[config.mk]
export PLATFORM = sky130hd
export DESIGN_NAME = crf_cpu_registers
export DESIGN_NICKNAME = d
export VERILOG_FILES = /design/src/verilog/crf_pkg.sv /design/src/verilog/crf_cpu_registers.sv /design/src/verilog/crf_cycle_divider.sv /design/src/verilog/crf_return_stack.sv
export SDC_FILE = /design/constraint.sdc
export NUM_CORES = 1
export LEC_CHECK = 0
export BUFFER_PORTS_ARGS = -buffer_cell sky130_fd_sc_hd__buf_2
export CAP_MARGIN = 20
export CORE_MARGIN = 2
export CORE_UTILIZATION = 61
export CTS_CLUSTER_DIAMETER = 120
export DETAILED_ROUTE_END_ITERATION = 12
export HOLD_SLACK_MARGIN = 0.02
export PLACE_DENSITY = 0.89
export SYNTH_ARGS = -nofsm -noshare
export SYNTH_HDL_FRONTEND = slang
export SYNTH_HIERARCHICAL = 1
export SYNTH_SLANG_ARGS = --single-unit
[constraint.sdc]
create_clock -name clk -period 5.73 [get_ports clk]
set_input_delay 1.146 -clock clk [delete_from_list [all_inputs] [get_ports clk]]
set_output_delay 1.146 -clock clk [all_outputs]
set_load 0.01 [all_outputs]
[src/verilog/crf_pkg.sv]
// Shared constants and types for the CPU register set
package crf_pkg;
    // =====================================================
    // Widths and sizes
    localparam int DATA_W = 8;
    localparam int PC_W = 12;
    localparam int STACK_DEPTH = 6;
    localparam int CLK_DIV = 13;
    localparam int REG_COUNT = 5;
    // =====================================================
    // Data-space map
    localparam logic [7:0] ADDR_INDEX_LOW = 8'h80;
    localparam logic [7:0] ADDR_INDEX_HIGH = 8'h81;
    localparam logic [7:0] ADDR_SHORT_FIRST = 8'h82;
    localparam logic [7:0] ADDR_SHORT_SECOND = 8'h83;
    localparam logic [7:0] ADDR_ACCUMULATOR = 8'hFF;
    localparam logic [2:0] SLOT_INDEX_LOW = 3'h0;
    localparam logic [2:0] SLOT_INDEX_HIGH = 3'h1;
    localparam logic [2:0] SLOT_SHORT_FIRST = 3'h2;
    localparam logic [2:0] SLOT_SHORT_SECOND = 3'h3;
    localparam logic [2:0] SLOT_ACCUMULATOR = 3'h4;
    localparam logic [2:0] SLOT_NONE = 3'h7;
    localparam logic [7:0] REG_RESET = 8'h00;
    // =====================================================
    // Program counter and instruction timing
    localparam logic [11:0] RESET_VECTOR = 12'hFFE;
    localparam logic [11:0] PC_STEP = 12'h001;
    localparam logic [2:0] CYC_TWO = 3'h2;
    localparam logic [2:0] CYC_FOUR = 3'h4;
    localparam logic [2:0] CYC_FIVE = 3'h5;
    // =====================================================
    // Types
    typedef enum logic [3:0] {
        PC_HOLD, PC_INC, PC_JUMP, PC_CALL, PC_BRANCH,
        PC_RET, PC_INTERRUPT_EXIT_OP, PC_IRQ, PC_NMI
    } crf_pcop_type;
    typedef enum logic [1:0] {CTX_NORMAL, CTX_IRQ, CTX_NMI} crf_ctx_type;
    typedef enum logic [1:0] {LEN_TWO, LEN_FOUR, LEN_FIVE} crf_len_type;
    typedef enum logic [1:0] {FL_NONE, FL_ARITH, FL_LOGIC, FL_BITTEST} crf_flagop_type;
endpackage

[src/verilog/crf_cpu_registers.sv]
// CPU programmer-visible registers, banked flags, program counter, stack
`timescale 1ns/1ns
// =====================================================
// What this block does
// - Accumulator also answers at data-space address FFh.
// - Index pointers sit at 80h and 81h, reachable by all modes.
// - Short-direct registers sit at 82h and 83h, reachable by all modes.
// - Short direct access is a one-byte, four-cycle instruction.
// - Program counter is 12 bits, covering 4096 program bytes.
// - PC increments, loads jump targets, takes branch results, pops on return.
// - Three carry/zero pairs: normal, interrupt, NMI; only current one used.
// - Interrupt or NMI entry switches pair; interrupt return restores previous.
// - Flags keep their values across every context switch.
// - Instructions touch only the current context's flag pair.
// - Carry follows arithmetic carry/borrow, tested bit, and feeds rotate left.
// - Zero set when last arithmetic or logic result is zero.
// - After reset the NMI flag pair is in use.
// - Return stack has six 12-bit levels and no visible pointer.
// - Call or interrupt shifts levels down and pushes PC on top.
// - Return loads PC from top and shifts the rest upward.
// - Nesting beyond six keeps the stack deepest, losing oldest entry.
// - Return with empty stack leaves it empty; execution simply continues.
// - Only the PC is pushed; data registers are never saved.
// - Instructions last two, four or five CPU cycles.
// - CPU cycle enable is the core clock divided by 13.
// - Reset empties the stack and loads PC with 0FFEh.
// - Reset selects NMI context until the first interrupt return.
module crf_cpu_registers
    import crf_pkg::*;
(
    // Clock and reset
    input logic clk,
    input logic rst,
    // Cycle timing
    output logic cpuCycle,
    input logic instrStart,
    input crf_len_type instrLen,
    output logic [2:0] cyclesLeft,
    output logic instrDone,
    // Program counter control
    input crf_pcop_type pcOp,
    input logic [PC_W-1:0] pcTarget,
    input logic [PC_W-1:0] branchResult,
    output logic [PC_W-1:0] programCounter,
    output logic [2:0] stackDepth,
    // Flag updates from the ALU
    input crf_flagop_type flagOp,
    input logic [DATA_W-1:0] aluResult,
    input logic aluCarry,
    input logic testedBit,
    output logic carryFlag,
    output logic zeroFlag,
    output crf_ctx_type execContext,
    // Data-space bus
    input logic [7:0] dsAddr,
    input logic dsWrite,
    input logic [DATA_W-1:0] dsWdata,
    output logic [DATA_W-1:0] dsRdata,
    output logic dsHit,
    // Short direct access
    input logic sdAccess,
    input logic [1:0] sdSel,
    input logic sdWe,
    input logic [DATA_W-1:0] sdWdata,
    output logic [DATA_W-1:0] sdRdata,
    // Register views
    output logic [DATA_W-1:0] accumulator,
    output logic [DATA_W-1:0] indexPointerLow,
    output logic [DATA_W-1:0] indexPointerHigh,
    output logic [DATA_W-1:0] shortDirectFirst,
    output logic [DATA_W-1:0] shortDirectSecond
);
    // =====================================================
    // Declarations
    logic [DATA_W-1:0] regFile_reg [REG_COUNT];
    logic [2:0] dsSlot;
    logic sdPending_reg;
    logic [1:0] sdSel_reg;
    logic sdWe_reg;
    logic [DATA_W-1:0] sdWdata_reg;
    logic sdCommit;
    crf_ctx_type ctx_next;
    crf_ctx_type irqPrev_reg;
    crf_ctx_type irqPrev_next;
    crf_ctx_type nmiPrev_reg;
    crf_ctx_type nmiPrev_next;
    logic [2:0] carry_reg;
    logic [2:0] carry_next;
    logic [2:0] zero_reg;
    logic [2:0] zero_next;
    logic [PC_W-1:0] pc_next;
    logic stackPush;
    logic stackPop;
    logic [PC_W-1:0] stackTop;
    logic stackEmpty;

    function automatic logic [2:0] regSlot(input logic [7:0] addr);
        case (addr)
            ADDR_INDEX_LOW: regSlot = SLOT_INDEX_LOW;
            ADDR_INDEX_HIGH: regSlot = SLOT_INDEX_HIGH;
            ADDR_SHORT_FIRST: regSlot = SLOT_SHORT_FIRST;
            ADDR_SHORT_SECOND: regSlot = SLOT_SHORT_SECOND;
            ADDR_ACCUMULATOR: regSlot = SLOT_ACCUMULATOR;
            default: regSlot = SLOT_NONE;
        endcase
    endfunction

    function automatic logic [2:0] lenCycles(input crf_len_type len);
        case (len)
            LEN_TWO: lenCycles = CYC_TWO;
            LEN_FIVE: lenCycles = CYC_FIVE;
            default: lenCycles = CYC_FOUR;
        endcase
    endfunction

    // =====================================================
    // Cycle enable
    crf_cycle_divider #(
        .DIV(CLK_DIV)
    ) cycleDivider (
        .clk(clk),
        .rst(rst),
        .tick(cpuCycle)
    );

    // =====================================================
    // Instruction cycle counter
    // A start while busy is ignored; the next one may come on the
    // CPU cycle after the last.
    always_ff @(posedge clk or posedge rst) begin
        if (rst) begin
            cyclesLeft <= 3'h0;
            instrDone <= 1'b0;
        end else begin
            instrDone <= cpuCycle && cyclesLeft == 3'h1;
            if (cpuCycle) begin
                if (cyclesLeft != 3'h0) begin
                    cyclesLeft <= cyclesLeft - 3'h1;
                end else if (instrStart) begin
                    // Start cycle is the first CPU cycle
                    cyclesLeft <= (sdAccess ? CYC_FOUR : lenCycles(instrLen)) - 3'h1;
                end
            end
        end
    end

    // =====================================================
    // Short direct request capture
    always_ff @(posedge clk or posedge rst) begin
        if (rst) begin
            sdPending_reg <= 1'b0;
            sdSel_reg <= 2'h0;
            sdWe_reg <= 1'b0;
            sdWdata_reg <= REG_RESET;
        end else if (cpuCycle) begin
            if (cyclesLeft == 3'h0 && instrStart && sdAccess) begin
                sdPending_reg <= 1'b1;
                sdSel_reg <= sdSel;
                sdWe_reg <= sdWe;
                sdWdata_reg <= sdWdata;
            end else if (cyclesLeft == 3'h1) begin
                sdPending_reg <= 1'b0;
            end
        end
    end

    assign sdCommit = cpuCycle && cyclesLeft == 3'h1 && sdPending_reg;
    assign dsSlot = regSlot(dsAddr);

    // =====================================================
    // Data registers
    // Short direct wins if both writers hit the same register.
    always_ff @(posedge clk or posedge rst) begin
        if (rst) begin
            for (int i = 0; i < REG_COUNT; i++) begin
                regFile_reg[i] <= REG_RESET;
            end
        end else if (cpuCycle) begin
            if (dsWrite && dsSlot != SLOT_NONE) begin
                regFile_reg[dsSlot] <= dsWdata;
            end
            if (sdCommit && sdWe_reg) begin
                regFile_reg[{1'b0, sdSel_reg}] <= sdWdata_reg;
            end
        end
    end

    assign accumulator = regFile_reg[SLOT_ACCUMULATOR];
    assign indexPointerLow = regFile_reg[SLOT_INDEX_LOW];
    assign indexPointerHigh = regFile_reg[SLOT_INDEX_HIGH];
    assign shortDirectFirst = regFile_reg[SLOT_SHORT_FIRST];
    assign shortDirectSecond = regFile_reg[SLOT_SHORT_SECOND];

    // =====================================================
    // Read ports
    always_ff @(posedge clk or posedge rst) begin
        if (rst) begin
            dsRdata <= REG_RESET;
            dsHit <= 1'b0;
            sdRdata <= REG_RESET;
        end else begin
            dsHit <= dsSlot != SLOT_NONE;
            dsRdata <= (dsSlot != SLOT_NONE) ? regFile_reg[dsSlot] : REG_RESET;
            if (sdCommit) begin
                sdRdata <= regFile_reg[{1'b0, sdSel_reg}];
            end
        end
    end

    // =====================================================
    // Context and banked flags
    always_comb begin
        ctx_next = execContext;
        irqPrev_next = irqPrev_reg;
        nmiPrev_next = nmiPrev_reg;
        carry_next = carry_reg;
        zero_next = zero_reg;
        if (cpuCycle) begin
            // Only the running context's pair is ever written
            case (flagOp)
                FL_ARITH: begin
                    carry_next[execContext] = aluCarry;
                    zero_next[execContext] = (aluResult == '0);
                end
                FL_LOGIC: begin
                    zero_next[execContext] = (aluResult == '0);
                end
                FL_BITTEST: begin
                    carry_next[execContext] = testedBit;
                end
                default: begin
                end
            endcase
            case (pcOp)
                PC_IRQ: begin
                    irqPrev_next = execContext;
                    ctx_next = CTX_IRQ;
                end
                PC_NMI: begin
                    nmiPrev_next = execContext;
                    ctx_next = CTX_NMI;
                end
                PC_INTERRUPT_EXIT_OP: begin
                    case (execContext)
                        CTX_NMI: ctx_next = nmiPrev_reg;
                        CTX_IRQ: ctx_next = irqPrev_reg;
                        default: ctx_next = CTX_NORMAL;
                    endcase
                end
                default: begin
                end
            endcase
        end
    end

    // Flags are never cleared on a switch, only bank selection moves
    always_ff @(posedge clk or posedge rst) begin
        if (rst) begin
            execContext <= CTX_NMI;
            irqPrev_reg <= CTX_NORMAL;
            nmiPrev_reg <= CTX_NORMAL;
            carry_reg <= 3'h0;
            zero_reg <= 3'h0;
            carryFlag <= 1'b0;
            zeroFlag <= 1'b0;
        end else begin
            execContext <= ctx_next;
            irqPrev_reg <= irqPrev_next;
            nmiPrev_reg <= nmiPrev_next;
            carry_reg <= carry_next;
            zero_reg <= zero_next;
            carryFlag <= carry_next[ctx_next];
            zeroFlag <= zero_next[ctx_next];
        end
    end

    // =====================================================
    // Program counter
    always_comb begin
        pc_next = programCounter;
        stackPush = 1'b0;
        stackPop = 1'b0;
        if (cpuCycle) begin
            case (pcOp)
                PC_INC: pc_next = programCounter + PC_STEP;
                PC_JUMP: pc_next = pcTarget;
                PC_BRANCH: pc_next = branchResult;
                PC_CALL, PC_IRQ, PC_NMI: begin
                    pc_next = pcTarget;
                    stackPush = 1'b1;
                end
                PC_RET, PC_INTERRUPT_EXIT_OP: begin
                    stackPop = 1'b1;
                    // Empty stack: keep going from the current address
                    pc_next = stackEmpty ? programCounter : stackTop;
                end
                default: begin
                end
            endcase
        end
    end

    always_ff @(posedge clk or posedge rst) begin
        if (rst) begin
            programCounter <= RESET_VECTOR;
        end else begin
            programCounter <= pc_next;
        end
    end

    crf_return_stack #(
        .DEPTH(STACK_DEPTH),
        .WIDTH(PC_W)
    ) returnStack (
        .clk(clk),
        .rst(rst),
        .push(stackPush),
        .pop(stackPop),
        .pushData(programCounter),
        .topData(stackTop),
        .depth(stackDepth),
        .empty(stackEmpty)
    );
endmodule

[src/verilog/crf_cycle_divider.sv]
// CPU cycle enable generator
`timescale 1ns/1ns
module crf_cycle_divider
    import crf_pkg::*;
#(
    parameter int DIV = CLK_DIV
)
(
    // Clock and reset
    input logic clk,
    input logic rst,
    // Enable out
    output logic tick
);
    localparam int CW = $clog2(DIV);
    localparam logic [CW-1:0] LAST = CW'(DIV - 1);

    logic [CW-1:0] count_reg;

    // =====================================================
    // Divider
    always_ff @(posedge clk or posedge rst) begin
        if (rst) begin
            count_reg <= '0;
            tick <= 1'b0;
        end else begin
            tick <= (count_reg == LAST);
            if (count_reg == LAST) begin
                count_reg <= '0;
            end else begin
                count_reg <= count_reg + 1'b1;
            end
        end
    end
endmodule

[src/verilog/crf_return_stack.sv]
// Six-level shifting return stack
`timescale 1ns/1ns
module crf_return_stack
    import crf_pkg::*;
#(
    parameter int DEPTH = STACK_DEPTH,
    parameter int WIDTH = PC_W
)
(
    // Clock and reset
    input logic clk,
    input logic rst,
    // Requests
    input logic push,
    input logic pop,
    input logic [WIDTH-1:0] pushData,
    // State
    output logic [WIDTH-1:0] topData,
    output logic [$clog2(DEPTH+1)-1:0] depth,
    output logic empty
);
    localparam int DW = $clog2(DEPTH + 1);
    localparam logic [DW-1:0] FULL_COUNT = DW'(DEPTH);

    logic [WIDTH-1:0] levels_reg [DEPTH];

    assign topData = levels_reg[0];
    assign empty = (depth == '0);

    // =====================================================
    // Shift register
    always_ff @(posedge clk or posedge rst) begin
        if (rst) begin
            for (int i = 0; i < DEPTH; i++) begin
                levels_reg[i] <= '0;
            end
            depth <= '0;
        end else if (push) begin
            levels_reg[0] <= pushData;
            for (int i = 1; i < DEPTH; i++) begin
                levels_reg[i] <= levels_reg[i-1];
            end
            // Deepest entry simply falls off
            if (depth != FULL_COUNT) begin
                depth <= depth + 1'b1;
            end
        end else if (pop && !empty) begin
            for (int i = 0; i < DEPTH - 1; i++) begin
                levels_reg[i] <= levels_reg[i+1];
            end
            levels_reg[DEPTH-1] <= '0;
            depth <= depth - 1'b1;
        end
    end
endmodule
* After elaboration in Yosys (flattened, before gate mapping) *
Cells that the tools add are included.

operators by class
  $add $sub $neg = 6
  $lt $le $gt $ge = 7
  eq/ne operators = 25
  muxes and demuxes = 54
  bitwise operators = 2
  reduce and logical (&&, ||, !) cells = 31

operators by type and width
  operator                                           count
  two-way mux 72 bit                                 2
  two-way mux 40 bit                                 3
  bitwise mux 40 bit                                 2
  two-way mux 8 bit                                  7
  binary-select mux 8 bit (select 3 bit)             2
  demux 8 bit (select 3 bit)                         2
  case mux 12 bit (4 select lines)                   1
  == test 8 bit (second input constant)              5
  two-way mux 3 bit                                  12
  == test 4 x 3 -> 1 bit (second input constant)     4
  case mux 3 bit (5 select lines)                    1
  adder 12 x 1 -> 12 bit (second input constant)     1
  two-way mux 12 bit                                 1
  case mux 3 bit (2 select lines)                    2
  AND reduction 2 bit                                6
  logical AND 1 bit                                  10
  bitwise mux 3 bit                                  3
  two-way mux 1 bit                                  9
  subtractor 3 x 1 -> 3 bit (second input constant)  3
  == test 2 bit (second input constant)              4
  == test 4 x 2 -> 1 bit (second input constant)     2
  == test 4 bit (second input constant)              2
  >= comparator 4 bit (second input constant)        2
  logical NOT 8 bit                                  1
  other kinds (28)                                   38

storage, ports and cells
  register bits = 179
  input port bits = 74
  output and inout port bits = 81
  logic and storage cells = 156

* Logic depth before layout (Yosys ltp) *
  depth after elaboration = 12
  depth in mapped cells = 10
  gate-level depth less buffers = 8

* Hierarchy *
The synthesis kept the hierarchy.

by module, submodules not included
  module             times used  cells each  area an instance (µm²)  seq. area each (µm²)
  crf_cpu_registers  1           521         5467.7                  2492.4
  crf_return_stack   1           363         3538.4                  1876.8
  crf_cycle_divider  1           21          229.0                   125.1

* Least setup slack after synthesis *
Ideal clock, no wire load.

  kind = input port to flip-flop
  start = input pcOp[2]
  end = register returnStack.depth[1]
  arrival = 3.209 ns
  required time = 5.589 ns
  setup slack = 2.379 ns
  stages on the path = 10
  buffers on the path = 4
  cell sequence = buf_6 -> or4b_4 -> buf_6 -> a21oi_1 -> buf_2 -> inv_2 -> clkbuf_1 -> fa_1 -> o21ai_0 -> o211ai_1

on the way
  elaborated cells on any way between the ends = 16

RTL lines
  item                                                                  line                      text
  start: declaration                                                    crf_cpu_registers.sv:41   input crf_pcop_type pcOp,
  == test 4 x 2 -> 1 bit (tied with other cells)                        crf_cpu_registers.sv:284  case (pcOp)
  OR reduction 3 bit *                                                  --
  two-way mux 1 bit *                                                   crf_cpu_registers.sv:284
  two-way mux 1 bit *                                                   crf_cpu_registers.sv:283  if (cpuCycle) begin
  via stackPush                                                         crf_cpu_registers.sv:92   logic stackPush;
  != test 2 bit (no line) / nonzero test 2 bit (equally long branches)  --
  AND reduction 2 bit (no line)                                         --
  end signal: assignment                                                crf_return_stack.sv:45    depth <= depth + 1'b1;
  end signal: assignment                                                crf_return_stack.sv:52    depth <= depth - 1'b1;
  end: declaration                                                      crf_return_stack.sv:19    output logic [$clog2(DEPTH+1)-1:0] depth,

Mark *: on every way through the listed nets, which the timed path passes. The rest lies on a longest branch.
A chain may end at the register's enable or synchronous reset.

==> impl_metrics.toml <==
[setup_path]
r2r_start = "cyclesLeft[1]"
critPathLaunchType = "input port"
rr_worst_depth = 7
cp.required_ns = 6.06
cp_max_fo = 13
critPathArrivalTime_ns = 3.55
crit_path_start = "dsAddr[0]"
path_class = "in -> reg"
end_kind = "register"

[floorplan]
die_x_microns = 127
ios = 155
coreArea_sq_um = 14600
rows = 44
start_util_pct = 63.1
die-area_sq_um = 16100
die_h_microns = 127

[cts]
cts_tree = "yes"
cts-htree-levels = 4
clock-root-buffer = "clkbuf_16"
clock_sinks = 179
clock_latency_ns = 0.45
cts_setup_buffers = 0
cts_resized = 0
numCtsBuffers = 17
postCtsHoldBufs = 0
clock_path_buffers = 2
path_clk_slew_ns = 0.07

[global_routing]
grt_pass1_wl_mm = 38.9
grt_pass1_vias = 7625
grt_max_degree = 91
globalRouteOverflowTotal = 0
grt_usage_pct = 30.7
antenna_found_initial = 0

[timing]
fin_crit_sh_pct = 56.2
clock.fmax_mhz = 311
finalHoldViolCount = 0
skew_ns = 0.00839
max-slew-margin-rel_pct = 35.1
fin_ws_ns = 2.51
rsz0062_at_grt = "false"
fin_tns_setup_ns = 0
setup_viol = 0
period_needed_ns = 3.22
worst_pin_slew_ns = 0.968
slew_violations = 0

[finish]
largest_register_ffs = 60
drive_gt1_share_pct = 25.9
nets = 1108
area_growth_pct = 13.9
diodes = 0

[routing]
drt_wl_total_mm = 24.4
vias = 7784
wl_per_cell_microns = 20.1
drt_first_pass_iters = 6
drt_iter0_markers = 876
drtAntennaViolNets = 0
viasPerCell = 6.40
drcViolationCount = 0

[power]
irDropWorstVdd_mv = 0.251
power_density_nw_per_um2 = 293
power_leakage_uw = 0.00484

[yosys]
yosys.area.top_type_share_pct = 45.3
synth.ff_latch_count = 179
synth.distinct_cells = 72
syn_nets = 993
synthFlopType = "dfrtp_1"
synthArstFlopShare_pct = 100
synth_edf_count = 0
ys_top_cells_by_count = "dfrtp_1 (167), nand2_1 (151), a21oi_1 (97)"
synth_area_leaders = "dfrtp_1 (45%), nand2_1 (6.1%), a2bb2oi_1 (5.9%)"
netlist_area_sq_um = 9240
yosysTopAreaCell = "dfrtp_1"
avgSynthCellArea_sq_um = 10.2
ys_warn_count = 6
syn_inst = 905
seq_area_frac_synth_pct = 48.7
synth.most_common_cell = "dfrtp_1"

[min_path]
holdCritPathClass = "reg -> reg"
hold_start = "sdRdata[0]"
hold_depth = 2

[placed_design]
place.gp.congestion = 0.919
pre_cts_ws_ns = 2.02
dp.final_hpwl_mm = 15.9
numPortBuffers = 154

[run]
max_cap_viol_count = 0

[outcome]
status = "completed"
cell type report:
type                    count  area, sq um
clock buffers              20          457
clock inverters            12          116
fillers                  1043         4130
inverters                  19         73.8
multi-input cells         637         4280
flip-flops and latches    179         4490
well taps                 184          230
repair buffers            166          871
metal layers:
| layer | global-route usage [%] | part of all wire, % | vias to the layer above |
|---|---|---|---|
| met5 | 0 | 0 | - |
| met4 | 14.9 | 3.7 | 0 |
| met3 | 6.91 | 7.9 | 79 |
| met2 | 50.2 | 50 | 425 |
| met1 | 39.2 | 39 | 3780 |
| li1 | - | - | 3500 |
cells by family after synthesis:
logic type,share of synthesized area (%)
XOR/XNOR,0.0949
buffers and inverters,5.18
AND/OR/NAND/NOR,15.1
AO/OA/AOI/OAI,19.7
multiplexers,9.31
flip-flops,48.7
adder cells (fa/ha/maj),1.98
metrics by stage:
step / instances / util, % / total power [uW] / hold slack [ns] / instance area (sq um)
2_1_floorplan: 905 / - / 1810 / 0.449 / 9240
3_3_place_gp: 1182 / 67.7 / 1930 / 0.453 / 9910
3_5_place_dp: 1182 / 67.7 / 1950 / 0.456 / 9910
4_1_cts: 1214 / 71.6 / 3080 / 0.473 / 10500
5_1_grt: 1217 / 71.8 / 3200 / 0.497 / 10500
6_report: 1217 / 71.8 / 3080 / 0.472 / 10500
report_power, final:
group          switching (uW)  internal [uW]  leakage [uW]
registers                 147           1400       0.00218
clock network             515            629      0.000279
logic                     201            190       0.00238
total                     864           2220       0.00484
cell usage in the layout, fill, tap and decap left out, drive strengths merged, types with 4 or more instances in the layout:
cell,count
nand3,17
and3,6
buf,166
dfstp,12
a32o,8
dfrtp,167
a22oi,4
a21oi,99
nand4,6
nor2b,9
and2,6
mux4,16
inv,26
o211ai,4
clkbuf,20
nor3,8
nand3b,4
mux2i,24
nand2,151
a31oi,4
o21ai,36
a2bb2oi,62
mux2,23
nor2,51
nand2b,17
a22o,7
ha,13
o22ai,10
a222oi,7
path summary, 6_finish.rpt:
check	slack, ns	endpoint
max	2.51	register
max in group asynchronous	3.81	programCounter[0]
min	0.47	sdRdata[0]
min reg2reg	0.47	sdRdata[0]
min in group asynchronous	0.64	cycleDivider/tick
max reg2reg	2.87	shortDirectFirst[4]
worst max-delay path, stage by stage:
cell	delay, ns
buf_2	0.37
nand2_1	0.17
nor3_2	0.82
and3_1	0.62
mux2_2	0.40
No activity file was read; power rests on OpenSTA's default activity.
